$ cat config.mk
export PLATFORM = sky130hd
export DESIGN_NAME = ttc_top
export DESIGN_NICKNAME = d
export VERILOG_FILES = /design/src/common/ttc_pkg.sv /design/src/core/ttc_tick_gen.sv /design/src/core/ttc_top.sv
export VERILOG_INCLUDE_DIRS = /design/src /design/src/common
export SDC_FILE = /design/constraint.sdc
export NUM_CORES = 1
export LEC_CHECK = 0
export BUFFER_PORTS_ARGS = -buffer_cell sky130_fd_sc_hd__buf_2
export CAP_MARGIN = 10
export CORE_UTILIZATION = 40
export CTS_CLUSTER_SIZE = 28
export DETAILED_ROUTE_END_ITERATION = 16
export SLEW_MARGIN = 20
export SYNTH_ARGS = -nofsm -noshare
export SYNTH_HDL_FRONTEND = slang
export SYNTH_HIERARCHICAL = 1
export SYNTH_SLANG_ARGS = --single-unit
$ cat constraint.sdc
create_clock -name clk_in -period 7.8 [get_ports clk_in]
set_input_delay 0.39 -clock clk_in [delete_from_list [all_inputs] [get_ports clk_in]]
set_output_delay 0.39 -clock clk_in [all_outputs]
set_load 0.005 [all_outputs]
$ cat src/common/ttc_map.svh
// Register offsets, field positions, reset values and timing counts of the time tag control.
`ifndef TTC_MAP_SVH
`define TTC_MAP_SVH

// ----------------------------------------------------------------------
// Register byte offsets
// ----------------------------------------------------------------------
`define TTC_CFG_OFS 5'h00
`define TTC_RT1_UTIL_OFS 5'h04
`define TTC_RT1_CNT_OFS 5'h08
`define TTC_RT2_CNT_OFS 5'h0C
`define TTC_BC_LO_OFS 5'h10
`define TTC_BC_HI_OFS 5'h14
`define TTC_MON_CNT_OFS 5'h18

// ----------------------------------------------------------------------
// Configuration fields and reset values
// ----------------------------------------------------------------------
`define TTC_ACT_HI 9
`define TTC_ACT_LO 8
`define TTC_MON_HI 7
`define TTC_MON_LO 4
`define TTC_BC_WIDE_BIT 3
`define TTC_SH_HI 2
`define TTC_SH_LO 0
`define TTC_CFG_RST 16'h0000
`define TTC_ACT_NONE 2'h0
`define TTC_ACT_CLEAR 2'h1
`define TTC_ACT_LOAD 2'h2
`define TTC_SEL_OFF 4'h0
`define TTC_SEL_EXT 4'h1

// ----------------------------------------------------------------------
// Timing
// ----------------------------------------------------------------------
`define TTC_CLK_NS 10
`define TTC_US_NS 1000
`define TTC_US_CYCLES (`TTC_US_NS / `TTC_CLK_NS)
`define TTC_LONG_TICK_US 7'h64

`endif

$ cat src/common/ttc_pkg.sv
// Types shared by the time tag control modules.
`default_nettype none
package ttc_pkg;
  typedef enum logic [1:0] {
    TTC_BUS_IDLE = 2'b01,
    TTC_BUS_ACK = 2'b10
  } ttc_bus_state_t;
endpackage
`default_nettype wire

$ cat src/core/ttc_tick_gen.sv
// Tick source: external pin edge or internal microsecond period.
`include "ttc_map.svh"
`default_nettype none
module ttc_tick_gen (
  // Clock and reset
  input wire logic clk_in,
  input wire logic sys_rst_in,
  // Selection
  input wire logic enable_in,
  input wire logic ext_sel_in,
  input wire logic [6:0] period_us_in,
  // External tick pin
  input wire logic ext_pin_in,
  // Tick
  output logic tick_out
);
  logic sync1_q, sync2_q, sync3_q;
  logic [6:0] pre_q, pre_d, us_q, us_d;
  logic tick_q, tick_d;
  logic us_stb, period_end;

  always_comb begin
    us_stb = (pre_q == 7'(`TTC_US_CYCLES - 1));
    period_end = us_stb && (us_q >= period_us_in - 7'h01);
    pre_d = us_stb ? 7'h00 : pre_q + 7'h01;
    us_d = us_q;
    if (us_stb) begin
      us_d = period_end ? 7'h00 : us_q + 7'h01;
    end
    if (!enable_in || ext_sel_in) begin
      pre_d = 7'h00;
      us_d = 7'h00;
    end
    tick_d = ext_sel_in ? (sync2_q && !sync3_q) : period_end;
  end

  always_ff @(posedge clk_in) begin
    if (sys_rst_in) begin
      sync1_q <= 1'b0;
      sync2_q <= 1'b0;
      sync3_q <= 1'b0;
      pre_q <= 7'h00;
      us_q <= 7'h00;
      tick_q <= 1'b0;
    end else begin
      sync1_q <= ext_pin_in;
      sync2_q <= sync1_q;
      sync3_q <= sync2_q;
      pre_q <= pre_d;
      us_q <= us_d;
      tick_q <= tick_d;
    end
  end

  // A disabled source gives no tick, even one already in flight.
  assign tick_out = tick_q & enable_in;
endmodule
`default_nettype wire

$ cat src/core/ttc_top.sv
// Time tag counter control with Avalon-MM register slave.
// Operation
// Action code 01 clears the RT1 counter; 00 and 11 do nothing.
// Action code 10 loads the RT1 counter from the RT1 utility register.
// The action field at bits 9-8 returns to 00 after acting.
// Monitor select 0000 disables its counter; 0001 uses the monitor pin.
// Monitor codes 0010-0111 tick 2 to 64 us; top bit set ticks 100 us.
// Bit 3 makes the bus controller counter 16 bits at 0, 32 at 1.
// Shared select bits 2-0: 000 disables, 001 uses the shared pin.
// Shared codes 010-111 tick 2, 4, 8, 16, 32, 64 us.
// Enabled counters count each tick and hold while disabled. RT1 drops a shared tick that meets a clear or load action.
//
// The placing of the registers and register access over Avalon-MM are this design's own decisions.
`include "ttc_map.svh"
`default_nettype none
module ttc_top (
  // Clock and reset
  input wire logic clk_in,
  input wire logic sys_rst_in,
  // Avalon-MM slave
  input wire logic [4:0] avs_address_in,
  input wire logic avs_read_in,
  input wire logic avs_write_in,
  input wire logic [3:0] avs_byteenable_in,
  input wire logic [31:0] avs_writedata_in,
  output logic [31:0] avs_readdata_out,
  output logic avs_waitrequest_out,
  // External tick pins
  input wire logic monitor_ext_tick_pin_in,
  input wire logic shared_ext_tick_pin_in,
  // Counter values
  output logic [15:0] rt1_time_out,
  output logic [15:0] rt2_time_out,
  output logic [31:0] bc_time_out,
  output logic [15:0] mon_time_out
);
  // ----------------------------------------------------------------------
  // Helpers
  // ----------------------------------------------------------------------
  function automatic logic [6:0] tick_period(input logic [3:0] code);
    tick_period = code[3] ? `TTC_LONG_TICK_US : (7'h01 << (code[2:0] - 3'h1));
  endfunction

  function automatic logic [15:0] merge16(input logic [15:0] old, input logic [15:0] wd,
                                          input logic [1:0] be);
    merge16 = {be[1] ? wd[15:8] : old[15:8], be[0] ? wd[7:0] : old[7:0]};
  endfunction

  // ----------------------------------------------------------------------
  // Registers
  // ----------------------------------------------------------------------
  ttc_pkg::ttc_bus_state_t state_q, state_d;
  logic wait_q, wait_d;
  logic [31:0] rdata_q, rdata_d;
  logic [1:0] action_q, action_d;
  logic [3:0] mon_sel_q, mon_sel_d;
  logic bc_wide_q, bc_wide_d;
  logic [2:0] sh_sel_q, sh_sel_d;
  logic [15:0] rt1_util_q, rt1_util_d;
  logic [15:0] rt1_cnt_q, rt1_cnt_d, rt2_cnt_q, rt2_cnt_d, mon_cnt_q, mon_cnt_d;
  logic [31:0] bc_cnt_q, bc_cnt_d;
  logic [15:0] cfg_word, cfg_new, bc_lo_inc;
  logic [6:0] mon_period, sh_period;
  logic wr_go, mon_tick, sh_tick;
  localparam logic [15:0] CFG_RST = `TTC_CFG_RST;

  assign cfg_word = {6'h00, action_q, mon_sel_q, bc_wide_q, sh_sel_q};
  assign mon_period = tick_period(mon_sel_q);
  assign sh_period = tick_period({1'b0, sh_sel_q});

  // ----------------------------------------------------------------------
  // Tick sources
  // ----------------------------------------------------------------------
  ttc_tick_gen u_mon_tick (
    .clk_in(clk_in),
    .sys_rst_in(sys_rst_in),
    .enable_in(mon_sel_q != `TTC_SEL_OFF),
    .ext_sel_in(mon_sel_q == `TTC_SEL_EXT),
    .period_us_in(mon_period),
    .ext_pin_in(monitor_ext_tick_pin_in),
    .tick_out(mon_tick)
  );

  ttc_tick_gen u_sh_tick (
    .clk_in(clk_in),
    .sys_rst_in(sys_rst_in),
    .enable_in(sh_sel_q != 3'h0),
    .ext_sel_in(sh_sel_q == 3'h1),
    .period_us_in(sh_period),
    .ext_pin_in(shared_ext_tick_pin_in),
    .tick_out(sh_tick)
  );

  // ----------------------------------------------------------------------
  // Bus slave and configuration
  // ----------------------------------------------------------------------
  always_comb begin
    state_d = state_q;
    wait_d = 1'b1;
    rdata_d = rdata_q;
    wr_go = 1'b0;
    cfg_new = merge16(cfg_word, avs_writedata_in[15:0], avs_byteenable_in[1:0]);
    action_d = `TTC_ACT_NONE;
    mon_sel_d = mon_sel_q;
    bc_wide_d = bc_wide_q;
    sh_sel_d = sh_sel_q;
    rt1_util_d = rt1_util_q;
    case (state_q)
      ttc_pkg::TTC_BUS_IDLE: begin
        if (avs_read_in || avs_write_in) begin
          state_d = ttc_pkg::TTC_BUS_ACK;
          wait_d = 1'b0;
          rdata_d = 32'h0000_0000;
          if (avs_read_in) begin
            case (avs_address_in)
              `TTC_CFG_OFS: rdata_d = {16'h0000, cfg_word};
              `TTC_RT1_UTIL_OFS: rdata_d = {16'h0000, rt1_util_q};
              `TTC_RT1_CNT_OFS: rdata_d = {16'h0000, rt1_cnt_q};
              `TTC_RT2_CNT_OFS: rdata_d = {16'h0000, rt2_cnt_q};
              `TTC_BC_LO_OFS: rdata_d = {16'h0000, bc_cnt_q[15:0]};
              `TTC_BC_HI_OFS: rdata_d = {16'h0000, bc_cnt_q[31:16]};
              `TTC_MON_CNT_OFS: rdata_d = {16'h0000, mon_cnt_q};
              default: rdata_d = 32'h0000_0000;
            endcase
          end
        end
      end
      ttc_pkg::TTC_BUS_ACK: begin
        state_d = ttc_pkg::TTC_BUS_IDLE;
        wr_go = avs_write_in;
      end
      default: state_d = ttc_pkg::TTC_BUS_IDLE;
    endcase
    if (wr_go && avs_address_in == `TTC_CFG_OFS) begin
      action_d = cfg_new[`TTC_ACT_HI:`TTC_ACT_LO];
      mon_sel_d = cfg_new[`TTC_MON_HI:`TTC_MON_LO];
      bc_wide_d = cfg_new[`TTC_BC_WIDE_BIT];
      sh_sel_d = cfg_new[`TTC_SH_HI:`TTC_SH_LO];
    end
    if (wr_go && avs_address_in == `TTC_RT1_UTIL_OFS) begin
      rt1_util_d = merge16(rt1_util_q, avs_writedata_in[15:0], avs_byteenable_in[1:0]);
    end
  end

  always_ff @(posedge clk_in) begin
    if (sys_rst_in) begin
      state_q <= ttc_pkg::TTC_BUS_IDLE;
      wait_q <= 1'b1;
      rdata_q <= 32'h0000_0000;
      action_q <= `TTC_ACT_NONE;
      mon_sel_q <= CFG_RST[`TTC_MON_HI:`TTC_MON_LO];
      bc_wide_q <= CFG_RST[`TTC_BC_WIDE_BIT];
      sh_sel_q <= CFG_RST[`TTC_SH_HI:`TTC_SH_LO];
      rt1_util_q <= 16'h0000;
    end else begin
      state_q <= state_d;
      wait_q <= wait_d;
      rdata_q <= rdata_d;
      action_q <= action_d;
      mon_sel_q <= mon_sel_d;
      bc_wide_q <= bc_wide_d;
      sh_sel_q <= sh_sel_d;
      rt1_util_q <= rt1_util_d;
    end
  end

  // ----------------------------------------------------------------------
  // Counters
  // ----------------------------------------------------------------------
  always_comb begin
    rt1_cnt_d = rt1_cnt_q;
    rt2_cnt_d = rt2_cnt_q;
    bc_cnt_d = bc_cnt_q;
    mon_cnt_d = mon_cnt_q;
    bc_lo_inc = bc_cnt_q[15:0] + 16'h0001;
    if (action_q == `TTC_ACT_CLEAR) begin
      rt1_cnt_d = 16'h0000;
    end else if (action_q == `TTC_ACT_LOAD) begin
      rt1_cnt_d = rt1_util_q;
    end else if (sh_tick) begin
      rt1_cnt_d = rt1_cnt_q + 16'h0001;
    end
    if (sh_tick) begin
      rt2_cnt_d = rt2_cnt_q + 16'h0001;
      if (bc_wide_q) begin
        bc_cnt_d = bc_cnt_q + 32'h0000_0001;
      end else begin
        bc_cnt_d = {16'h0000, bc_lo_inc};
      end
    end
    if (mon_tick) begin
      mon_cnt_d = mon_cnt_q + 16'h0001;
    end
  end

  always_ff @(posedge clk_in) begin
    if (sys_rst_in) begin
      rt1_cnt_q <= 16'h0000;
      rt2_cnt_q <= 16'h0000;
      bc_cnt_q <= 32'h0000_0000;
      mon_cnt_q <= 16'h0000;
    end else begin
      rt1_cnt_q <= rt1_cnt_d;
      rt2_cnt_q <= rt2_cnt_d;
      bc_cnt_q <= bc_cnt_d;
      mon_cnt_q <= mon_cnt_d;
    end
  end

  assign avs_readdata_out = rdata_q;
  assign avs_waitrequest_out = wait_q;
  assign rt1_time_out = rt1_cnt_q;
  assign rt2_time_out = rt2_cnt_q;
  assign bc_time_out = bc_cnt_q;
  assign mon_time_out = mon_cnt_q;
endmodule
`default_nettype wire

==> results.md, run 1 <==
| Result | Value |
|---|---|
| Element type at the critical path start | flip-flop |
| Setup repair after global routing missed its margin | false |
| Synthesis-stage register bit count | 161 |
| Cell type with the highest aggregate area in the netlist | dfxtp_1 |
| Core Footprint | 0.0203 mm^2 |
| Netlist Area Pre-Place | 0.00832 mm^2 |
| Worst clock skew | 0.00588 ns |
| Drt via density | 5.40 |
| Largest net degree at the start of global routing | 77 |
| Hold-fix buffers, CTS | 0 |
| Classification of the worst-slack hold path | in -> reg |
| Max-Slew Margin vs Limit | 0.346 |
| DRT antenna net count | 0 |
| Number of clock sinks | 161 |
| Mean routed wirelength per cell | 17.2 um |
| Area share of the leading cell type in the synthesized netlist | 0.387 |
| Starting density of the core | 0.410 |
| Timing-limited maximum frequency | 312 MHz |
| Final setup violating endpoints | 0 |
| Post-route clock period utilization | 0.411 |
| Worst Min Path Start | shared_ext_tick_pin_in |
| Hpwl dp | 16400 um |
| Layout overhead on the synthesized area | 15.4% |
| DIE AREA | 0.0214 mm^2 |
| Run status | finished, final reports clean |
| Vias after detailed routing | 6962 |
| Post-route standard cell area excluding fillers | 0.00961 mm^2 |
| Clock tree root buffer cell | clkbuf_16 |
| Highest-count cells in the layout ignoring fill and taps | 161 x dfxtp_1, 135 x nor2_1, 124 x buf_2 |
| Number of antenna violations at the first check in global routing | 0 |
| Average cell area after synthesis | 9.18 um^2 |
| Clock Pin Slew Worst Setup and Hold Paths | 0.06 ns |
| R2R Path Start | mon_sel_q[1]$_SDFFE_PP0P_ |
| Fraction of final layout cells sized beyond drive strength 1 | 0.192 |
| Leftover overflow at the end of global routing | 0 |
| Vias in the first global route | 6380 |
| Critical Path Fanout Max | 8 |
| Post-place instance area | 0.00900 mm^2 |
| Number of buffers added by the clock tree synthesis step | 17 |
| Count of flip-flops with a built-in enable after synthesis | 0 |
| Path depth of the worst reg2reg path | 12 |
| Horiz. Die Dim | 146 um |
| First-pass iteration count of the detailed router | 6 |
| Endpoint arrival time on the critical path | 3.48 ns |
| Worst Path Class, Setup | reg -> reg |
| Drt initial violations | 510 |
| Total of buffers placed on input and output ports | 125 |
| Fill cells | 1986 |
| Clock latency on the worst-skew pair | 0.43 ns |
| Tot GR Track Use | 0.212 |
| Global-route wire length before repair | 35600 um |
| Share of the yosys chip area belonging to registers | 0.387 |
| Launching instance or port of the critical path | mon_sel_q[1]$_SDFFE_PP0P_ |
| Floorplan die height | 146 um |
| CTS H-Tree Depth | 4 |
| Routability Congestion | 0.829 |
| # rows | 52 |
| Most common library cell in the layout ignoring fill and taps | dfxtp_1 |
| Post-CTS Setup Bufs | 0 |
| Sequential cell area | 0.00322 mm^2 |
| Ratio of total power to cell area | 181 mW/mm^2 |
| I/O pin cnt | 160 |
| Worst-Margin Slew | 0.980 ns |
| Count of max-cap constraint violations | 0 |
| Mapped Cells | 907 |
| Setup TNS after final layout | 0 ns |
| Worst ir drop on vdd | 0.153 mV |
| Synth unique cells | 67 |
| Footprint of the multi-input gates | 0.00474 mm^2 |
| Number of gates given a new drive strength after cts | 0 |
| LEAKAGE | 3.88 nW |
| Synth warnings | 6 |
| Final wirelength | 22200 um |
| CP Capture Type | flip-flop |
| Total DRC errors in the routed layout | 0 |
| Endpoints failing hold | 0 |
| Pins over their slew limit | 0 |
| Diodes inserted | 0 |
| Nets | 1080 |
| Worst endpoint required time | 8.08 ns |
| Dominant register cell in the synthesized netlist | dfxtp_1 |
| Clock tree from TritonCTS | built |
| Number of cells on the worst hold path | 2 |
| Minimum period implied by the final worst setup slack | 3.20 ns |
| Fraction of synthesis flops using an asynchronous set or reset pin | 0 |
| Buffer depth of the longest clock path | 2 |
| Cell types with the largest area share after synthesis | dfxtp_1 39%, xor2_1 7.4%, nor2_1 6.1% |
==> through the flow <==
stage / power (mW) / cells / util / setup slack (ns) / hold WS [ns]
CTS: 1.76 / 1289 / 0.473 / 4.61 / 0.167
global placement: 0.896 / 1259 / 0.443 / 4.67 / 0.431
floorplan: 0.883 / 922 / - / 5.08 / 0.414
global route: 1.81 / 1289 / 0.473 / 4.36 / 0.173
detailed placement: 0.896 / 1259 / 0.443 / 4.61 / 0.435
finish: 1.74 / 1289 / 0.473 / 4.60 / 0.170
==> final cells by class <==
type                    count  area share
clock buffers              21      0.0490
well taps                 270      0.0352
clock inverters             9      0.0138
flip-flops and latches    161       0.336
repair buffers            127      0.0669
inverters                  15     0.00586
multi-input cells         686       0.494
==> logic make-up after synthesis <==
| group | Yosys count | synth area share |
|---|---|---|
| simple gates | 368 | 0.235 |
| flops | 161 | 0.387 |
| compound gates | 120 | 0.107 |
| xor+xnor | 99 | 0.104 |
| buf+inv | 75 | 0.0499 |
| mux | 58 | 0.0786 |
| fa+ha+maj | 25 | 0.0376 |
| other cells | 1 | 0.000451 |
==> power breakdown <==
group | internal [mW] | switching [mW]
logic | 0.0149 | 0.0371
registers | 0.825 | 0.00109
clock network | 0.525 | 0.338
==> registers in the layout, indices dropped and copies added (netlist names), 2 cells and up <==
register / count
rt1_time_out: 16
mon_sel_q: 4
u_sh_tick/us_q: 7
bc_time_out: 32
mon_time_out: 16
u_sh_tick/pre_q: 7
u_mon_tick/us_q: 7
sh_sel_q: 3
action_q: 2
state_q: 2
u_mon_tick/pre_q: 7
rt2_time_out: 16
avs_readdata_out: 16
rt1_util_q: 16
==> synthesized netlist by cell type (10+ instances only) <==
library cell,n
nor2b_1,11
ha_1,25
xnor2_1,29
a211oi_1,30
and3_1,14
clkbuf_1,27
nor3_1,10
nand3_1,33
nand4_1,39
o21ai_0,17
nand2_1,49
inv_1,15
buf_4,17
or3_1,10
dfxtp_1,161
nor2_1,135
mux2i_1,44
xor2_1,70
a221oi_1,19
and2_1,10
and4_1,12
a21oi_1,17
==> critical path: stages (launching register included) <==
cell and delay, ns:
dfxtp_1 0.47, nor2_1 0.08, ha_1 0.34, nor4b_1 0.37, inv_1 0.09, ha_1 0.22
nand2_1 0.10, nor3_1 0.06, xnor2_1 0.14, ha_1 0.29, nand3_1 0.10, o31ai_2 0.64
a211oi_1 0.16
==> final timing paths <==
| kind | to | slack [ns] |
|---|---|---|
| worst max-delay path | u_mon_tick/us_q[1]$_SDFFE_PP0P_ | 4.60 |
| worst min-delay path | u_sh_tick/sync1_q$_SDFF_PP0_ | 0.17 |
| worst max register to register | u_mon_tick/us_q[1]$_SDFFE_PP0P_ | 4.60 |
| worst min register to register | u_sh_tick/sync2_q$_SDFF_PP0_ | 0.44 |
==> layer usage <==
metal	share of wire	global-route usage	vias to the layer above	wire [um]
met3	0.057	0.0422	22	1260
met4	0.015	0.0729	0	335
met1	0.48	0.299	3353	10800
met2	0.44	0.321	165	9870
met5	0	0	-	0
li1	-	-	3422	-
No activity file was read; power rests on OpenSTA's default activity.
==> run 2, diff against run 1 <==
==> constraint.sdc (replaced) <==
create_clock -name clk_in -period 2.7 [get_ports clk_in]
set_input_delay 0.135 -clock clk_in [delete_from_list [all_inputs] [get_ports clk_in]]
set_output_delay 0.135 -clock clk_in [all_outputs]
set_load 0.005 [all_outputs]
==> run 2 against run 1 <==
  * Critical path depth did not move
  * Critical endpoint is now u_mon_tick/tick_q$_SDFF_PP0_
  * Highest routed layer unchanged
  * Count of clock-buffer cells in the layout fell by 2
  * Non-clock buffer count rose by 47
  * Power rose to 3.1 times the previous value
  * Utilization rose by 3.2 points
  * Routed wire length rose by 3.7%
  * Clock power rose to 3.2 times the previous value
  * Final area rose by 6.8%
==> results.md, run 2 (synthesis gave the netlist of run 1 again) <==
| Result | Value | vs previous |
|---|---|---|
| Maximum single-stage delay on the critical path | 0.40 ns | was 0.64 ns |
| Number of antenna violations at the first check in global routing | 1 | was 0 |
| Drt initial violations | 487 | was 510 |
| Buffer depth of the longest clock path | 2 | unchanged |
| Clock tree from TritonCTS | built | unchanged |
| Count of max-cap constraint violations | 0 | unchanged |
| Top routing layer in use | met4 | unchanged |
| Routability Congestion | 0.876 | was 0.829 |
| Sequential cell area | 0.00323 mm^2 | was 0.00322 mm^2 |
| Most common library cell in the layout ignoring fill and taps | dfxtp_1 | unchanged |
| Mean routed wirelength per cell | 17.2 um | about the same |
| Starting density of the core | 0.410 | unchanged |
| Number of clock sinks | 161 | unchanged |
| Pins over their slew limit | 0 | unchanged |
| Worst endpoint required time | 3.02 ns | was 8.08 ns |
| Largest net degree at the start of global routing | 61 | was 77 |
| DRT antenna net count | 0 | unchanged |
| LEAKAGE | 4.20 nW | was 3.88 nW |
| Met2 wire len | 10200 um | was 9870 um |
| Cell Chain, Critical Path | buf_4 > or3b_4 > nor2_4 > nor3_4 > nor3b_4 > xnor2_1 > ha_1 > a21o_1 > a21oi_2 > o31ai_4 > buf_6 > a31o_2 | was nor2_1 > ha_1 > nor4b_1 > inv_1 > ha_1 > nand2_1 > nor3_1 > xnor2_1 > ha_1 > nand3_1 > o31ai_2 > a211oi_1 |
| Final setup violating endpoints | 0 | unchanged |
| Endpoint arrival time on the critical path | 2.94 ns | was 3.48 ns |
| Ratio of total power to cell area | 519 mW/mm^2 | was 181 mW/mm^2 |
| Max-Slew Margin vs Limit | 0.541 | was 0.346 |
| Vias in the first global route | 6544 | was 6380 |
| Clock Pin Slew Worst Setup and Hold Paths | 0.06 ns | about the same |
| Core Footprint | 0.0203 mm^2 | unchanged |
| Final wirelength | 23000 um | was 22200 um |
| Horiz. Die Dim | 146 um | unchanged |
| Leftover overflow at the end of global routing | 0 | unchanged |
| Length of routed wiring on met1 | 10900 um | was 10800 um |
| Classification of the worst-slack hold path | in -> reg | unchanged |
| Tot GR Track Use | 0.221 | was 0.212 |
| Floorplan die height | 146 um | unchanged |
| Clock latency on the worst-skew pair | 0.43 ns | about the same |
| Min setup slack post-route | 0.0783 ns | was 4.60 ns |
| I/O pin cnt | 160 | unchanged |
| Worst Path Class, Setup | reg -> reg | unchanged |
| Endpoints failing hold | 0 | unchanged |
| Critical Path Fanout Max | 7 | was 8 |
| Worst ir drop on vdd | 0.427 mV | was 0.153 mV |
| Layout overhead on the synthesized area | 23.3% | was 15.4% |
| Drt via density | 5.36 | was 5.40 |
| Pre-CTS worst setup slack | -0.150 ns | was 4.61 ns |
| Footprint of the multi-input gates | 0.00491 mm^2 | was 0.00474 mm^2 |
| # rows | 52 | unchanged |
| Clock tree root buffer cell | clkbuf_16 | unchanged |
| Post-place instance area | 0.00925 mm^2 | was 0.00900 mm^2 |
| Nets | 1127 | was 1080 |
| Run status | finished, final reports clean | unchanged |
| Kind of cell adding the most delay to the critical path | simple AND/OR/NAND/NOR gates | was adder cells |
| Worst-Margin Slew | 0.689 ns | was 0.980 ns |
| Cell at the slowest stage of the critical path | or3b_4 | was o31ai_2 |
| Total of buffers placed on input and output ports | 125 | unchanged |
| Worst clock skew | 0.0119 ns | was 0.00588 ns |
| Post-route standard cell area excluding fillers | 0.0103 mm^2 | was 0.00961 mm^2 |
| First-pass iteration count of the detailed router | 7 | was 6 |
| Fraction of final layout cells sized beyond drive strength 1 | 0.239 | was 0.192 |
| CP Capture Type | flip-flop | unchanged |
| Number of buffers added by the clock tree synthesis step | 17 | unchanged |
| CTS H-Tree Depth | 4 | unchanged |
| Buffers and inverters on the worst path | 2 | was 1 |
| DIE AREA | 0.0214 mm^2 | unchanged |
| Highest-count cells in the layout ignoring fill and taps | 158 x dfxtp_1, 130 x nor2_1, 124 x buf_2 | was 161 x dfxtp_1, 135 x nor2_1, 124 x buf_2 |
| Total met3 wirelength after detailed routing | 1290 um | was 1260 um |
| Fill cells | 1962 | was 1986 |
| Minimum period implied by the final worst setup slack | 2.62 ns | was 3.20 ns |
| Timing-limited maximum frequency | 381 MHz | was 312 MHz |
| Element type at the critical path start | flip-flop | unchanged |
| Global-route wire length before repair | 36500 um | was 35600 um |
| Hpwl dp | 17000 um | was 16400 um |
| Post-route clock period utilization | 0.971 | was 0.411 |
| Largest register FFs | 32 | unchanged |
| Total DRC errors in the routed layout | 0 | unchanged |
| Vias after detailed routing | 7180 | was 6962 |
==> run 2: cell type report <==
type                    instances  area share
inverters                      15     0.00549
clock inverters                13      0.0215
diodes                          1    0.000244
repair buffers                174       0.103
multi-input cells             686       0.479
clock buffers                  19      0.0441
well taps                     270      0.0329
flip-flops and latches        161       0.314
==> run 2: path summary, 6_finish.rpt <==
check	startpoint	end	slack (ns)	depth (start not counted)
worst max-delay path	mon_sel_q[1]$_SDFFE_PP0P_	u_mon_tick/tick_q$_SDFF_PP0_	0.08	12
worst min-delay path	avs_writedata_in[3]	bc_wide_q$_SDFFE_PP0P_	0.02	3
worst max register to register	mon_sel_q[1]$_SDFFE_PP0P_	u_mon_tick/tick_q$_SDFF_PP0_	0.08	12
worst min register to register	u_mon_tick/pre_q[0]$_SDFF_PP0_	u_mon_tick/pre_q[0]$_SDFF_PP0_	0.45	1
==> run 2: tightest hold or removal path, stage by stage <==
cell	delay, ns
buf_2	0.12
mux2i_1	0.08
nor2_1	0.07
==> run 2: timing repair <==
action	CTS	global route
setup buffers	2	0
gates resized for setup	11	26
pin swaps	7	8
setup endpoints to repair	8	16
hold buffers	15	0
hold endpoints to repair	19	0
==> run 2: power breakdown <==
part | total, mW | internal, mW | leakage (nW) | switching, mW
registers | 2.38 | 2.38 | 1.30 | 0.00302
logic | 0.175 | 0.0608 | 2.57 | 0.114
clock network | 2.76 | 1.71 | 0.328 | 1.05
==> run 2: through the flow <==
stage,utilization,power [mW],cells,setup TNS (ns),hold slack (ns)
finish,0.506,5.32,1339,0,0.0165
floorplan,-,2.55,922,0,0.207
detailed placement,0.456,2.60,1289,-0.990,0.364
CTS,0.500,5.37,1338,0,0.00368
global placement,0.456,2.60,1289,-0.341,0.368
global route,0.506,5.50,1339,-0.00986,0.00692
==> run 2: routing by layer <==
layer  track usage  vias to the layer above
met1         0.299                     3409
li1              -                     3533
met5             0                        -
met3        0.0500                       32
met2         0.339                      206
met4        0.0870                        0
==> run 3, diff against run 2 <==
--- a/config.mk
+++ b/config.mk
@@ -8,9 +8,11 @@
 export LEC_CHECK = 0
 export BUFFER_PORTS_ARGS = -buffer_cell sky130_fd_sc_hd__buf_2
 export CAP_MARGIN = 10
-export CORE_UTILIZATION = 40
+export CORE_UTILIZATION = 50
 export CTS_CLUSTER_SIZE = 28
 export DETAILED_ROUTE_END_ITERATION = 16
+export MAX_ROUTING_LAYER = met4
+export PLACE_DENSITY = 0.76
 export SLEW_MARGIN = 20
 export SYNTH_ARGS = -nofsm -noshare
 export SYNTH_HDL_FRONTEND = slang
==> run 3 against run 2 <==
  * The run now ends with negative setup slack left
  * Non-clock buffer count down 3
  * Count of clock-buffer cells in the layout increased by 4
  * Power fell by 2.2%
  * Maximum frequency is 2.9% lower
  * Global-route usage grew 5.2 points
  * Setup slack worse by 0.079 ns
  * Combinational power hardly changed
==> results.md, run 3 (synthesis gave the netlist of run 1 again) <==
| Result | Value | vs previous |
|---|---|---|
| Run status | complete, but fails checks | was finished, final reports clean |
| Failing checks | negative setup slack |  |
| Total power | 5.21 mW | was 5.32 mW |
| Final setup violating endpoints | 1 | was 0 |
| Net switching component of the power | 1.10 mW | was 1.17 mW |
| Clock latency on the worst-skew pair | 0.44 ns | was 0.43 ns |
| Pins over their slew limit | 0 | unchanged |
| Highest-count cells in the layout ignoring fill and taps | 156 x dfxtp_1, 131 x nor2_1, 124 x buf_2 | was 158 x dfxtp_1, 130 x nor2_1, 124 x buf_2 |
| Minimum period implied by the final worst setup slack | 2.70 ns | was 2.62 ns |
| First-pass iteration count of the detailed router | 9 | was 7 |
| Layout overhead on the synthesized area | 21.3% | was 23.3% |
| Endpoints failing hold | 0 | unchanged |
| Pre-CTS worst setup slack | -0.101 ns | was -0.150 ns |
| Launching instance or port of the critical path | mon_sel_q[1]$_SDFFE_PP0P_ | unchanged |
| I/O pin cnt | 160 | unchanged |
| R2R Path Start | mon_sel_q[1]$_SDFFE_PP0P_ | unchanged |
| Diodes inserted | 0 | was 1 |
| Drt via density | 5.70 | was 5.36 |
| Total DRC errors in the routed layout | 0 | unchanged |
| Internal power of the cells | 4.11 mW | was 4.16 mW |
| Core Footprint | 0.0161 mm^2 | was 0.0203 mm^2 |
| Clock tree from TritonCTS | built | unchanged |
| Fraction of final layout cells sized beyond drive strength 1 | 0.230 | was 0.239 |
| Worst Min Path Start | avs_write_in | was avs_writedata_in[3] |
| Max-Slew Margin vs Limit | 0.497 | was 0.541 |
| Leftover overflow at the end of global routing | 0 | unchanged |
| Post-place instance area | 0.00911 mm^2 | was 0.00925 mm^2 |
| Routability Congestion | 0.951 | was 0.876 |
| Number of buffers added by the clock tree synthesis step | 17 | unchanged |
| Worst Hold Margin | 0.0581 ns | was 0.0165 ns |
| Worst ir drop on vdd | 0.484 mV | was 0.427 mV |
| Worst Path Class, Setup | reg -> reg | unchanged |
| Vias after detailed routing | 7308 | was 7180 |
| Vias in the first global route | 6618 | was 6544 |
| Fraction of power consumed by the clock network | 0.509 | was 0.519 |
| Mean routed wirelength per cell | 17.3 um | was 17.2 um |
| Number of antenna violations at the first check in global routing | 0 | was 1 |
| Clock tree root buffer cell | clkbuf_16 | unchanged |
| Clock Pin Slew Worst Setup and Hold Paths | 0.06 ns | about the same |
| Most common library cell in the layout ignoring fill and taps | dfxtp_1 | unchanged |
| Min setup slack post-route | -0.000711 ns | was 0.0783 ns |
| Worst endpoint required time | 3.03 ns | was 3.02 ns |
| Nets | 1124 | was 1127 |
| Floorplan die height | 131 um | was 146 um |
| Worst clock skew | 0.00990 ns | was 0.0119 ns |
| Starting density of the core | 0.518 | was 0.410 |
| Element type at the critical path start | flip-flop | unchanged |
| Largest register FFs | 32 | unchanged |
| DIE AREA | 0.0172 mm^2 | was 0.0214 mm^2 |
| Net Sw Frac | 0.210 | was 0.219 |
| Timing-limited maximum frequency | 370 MHz | was 381 MHz |
| Global-route wire length before repair | 34300 um | was 36500 um |
| DRT antenna net count | 0 | unchanged |
| Ratio of total power to cell area | 516 mW/mm^2 | was 519 mW/mm^2 |
| Drt initial violations | 651 | was 487 |
| Largest net degree at the start of global routing | 72 | was 61 |
| Hpwl dp | 15700 um | was 17000 um |
| LEAKAGE | 4.14 nW | was 4.20 nW |
| Post-route standard cell area excluding fillers | 0.0101 mm^2 | was 0.0103 mm^2 |
| Fill cells | 1341 | was 1962 |
| Final wirelength | 22100 um | was 23000 um |
| Endpoint arrival time on the critical path | 3.03 ns | was 2.94 ns |
| CP Capture Type | flip-flop | unchanged |
| CTS H-Tree Depth | 4 | unchanged |
| Sequential share of power | 0.458 | was 0.448 |
| Count of max-cap constraint violations | 0 | unchanged |
| Classification of the worst-slack hold path | in -> reg | unchanged |
| Power share of the combinational group | 0.033 | about the same |
| Post-route clock period utilization | 1.00 | was 0.971 |
| Number of clock sinks | 161 | unchanged |
| Buffer depth of the longest clock path | 2 | unchanged |
| Worst-Margin Slew | 0.755 ns | was 0.689 ns |
| Critical Path Fanout Max | 4 | was 7 |
| Tot GR Track Use | 0.272 | was 0.221 |
| # rows | 46 | was 52 |
| Horiz. Die Dim | 131 um | was 146 um |
| Total of buffers placed on input and output ports | 125 | unchanged |
## run 3: cell types whose count changed in the layout (fill, tap and decap cells not counted), sizes merged
cell and change:
buf -6, bufinv -1, clkbuf +4, clkinv +2, diode -1, dlygate4sd3 +3, inv -5
## run 3: per-stage QoR
step                instances  utilization  setup TNS [ns]
finish                   1281        0.629       -0.000711
CTS                      1278        0.621               0
floorplan                 922            -               0
global placement         1228        0.568          -0.274
global route             1281        0.629          -0.689
detailed placement       1228        0.568          -0.600
## run 3: timing repair
item                                    in CTS  in global routing
hold endpoints to repair                    25                  0
pin swaps                                    0                 14
endpoints found under the setup margin       8                 16
gates resized for setup                      5                 28
buffers inserted                             0                  4
hold buffers                                18                  0
## run 3: critical path: stages (launching register included)
cell and delay [ns]:
dfxtp_2 0.34, nor2_4 0.13, ha_4 0.23, nor4b_4 0.33
inv_2 0.09, ha_4 0.18, nand2_4 0.06, nor3_1 0.06
xnor2_1 0.16, ha_1 0.34, a21oi_2 0.21, o31ai_4 0.11
buf_6 0.14, a31o_4 0.20
## run 3: worst paths after layout
check / slack (ns) / cells after the start / end
worst max-delay path: -0.0007 / 13 / u_mon_tick/tick_q$_SDFF_PP0_
worst min-delay path: 0.06 / 3 / action_q[1]$_SDFFE_PP0P_
worst max register to register: -0.0007 / 13 / u_mon_tick/tick_q$_SDFF_PP0_
worst min register to register: 0.44 / 1 / u_mon_tick/sync2_q$_SDFF_PP0_
## run 3: final cells by class
class	instances	area, um^2	area share
Multi-Input combinational cell	686	4870	0.482
Sequential cell	161	3230	0.320
Timing Repair Buffer	171	1030	0.102
Clock buffer	23	498	0.0493
Tap cell	216	270	0.0268
Clock inverter	9	151	0.0150
Inverter	15	56.3	0.00558
## run 3: power groups by stage
stage                     clock network, mW  logic (mW)  registers [mW]
after CTS                              2.67       0.170            2.39
after floorplan                           0       0.112            2.44
after global routing                   2.77       0.185            2.39
after global placement                    0       0.148            2.44
after detailed placement                  0       0.149            2.44
final                                  2.65       0.173            2.39
## run 3: routing by layer
layer,up-vias,share of wire,GRT usage
li1,3519,-,-
met5,-,0,-
met2,295,0.45,0.406
met4,0,0.039,0.128
met3,61,0.079,0.0651
met1,3433,0.43,0.346
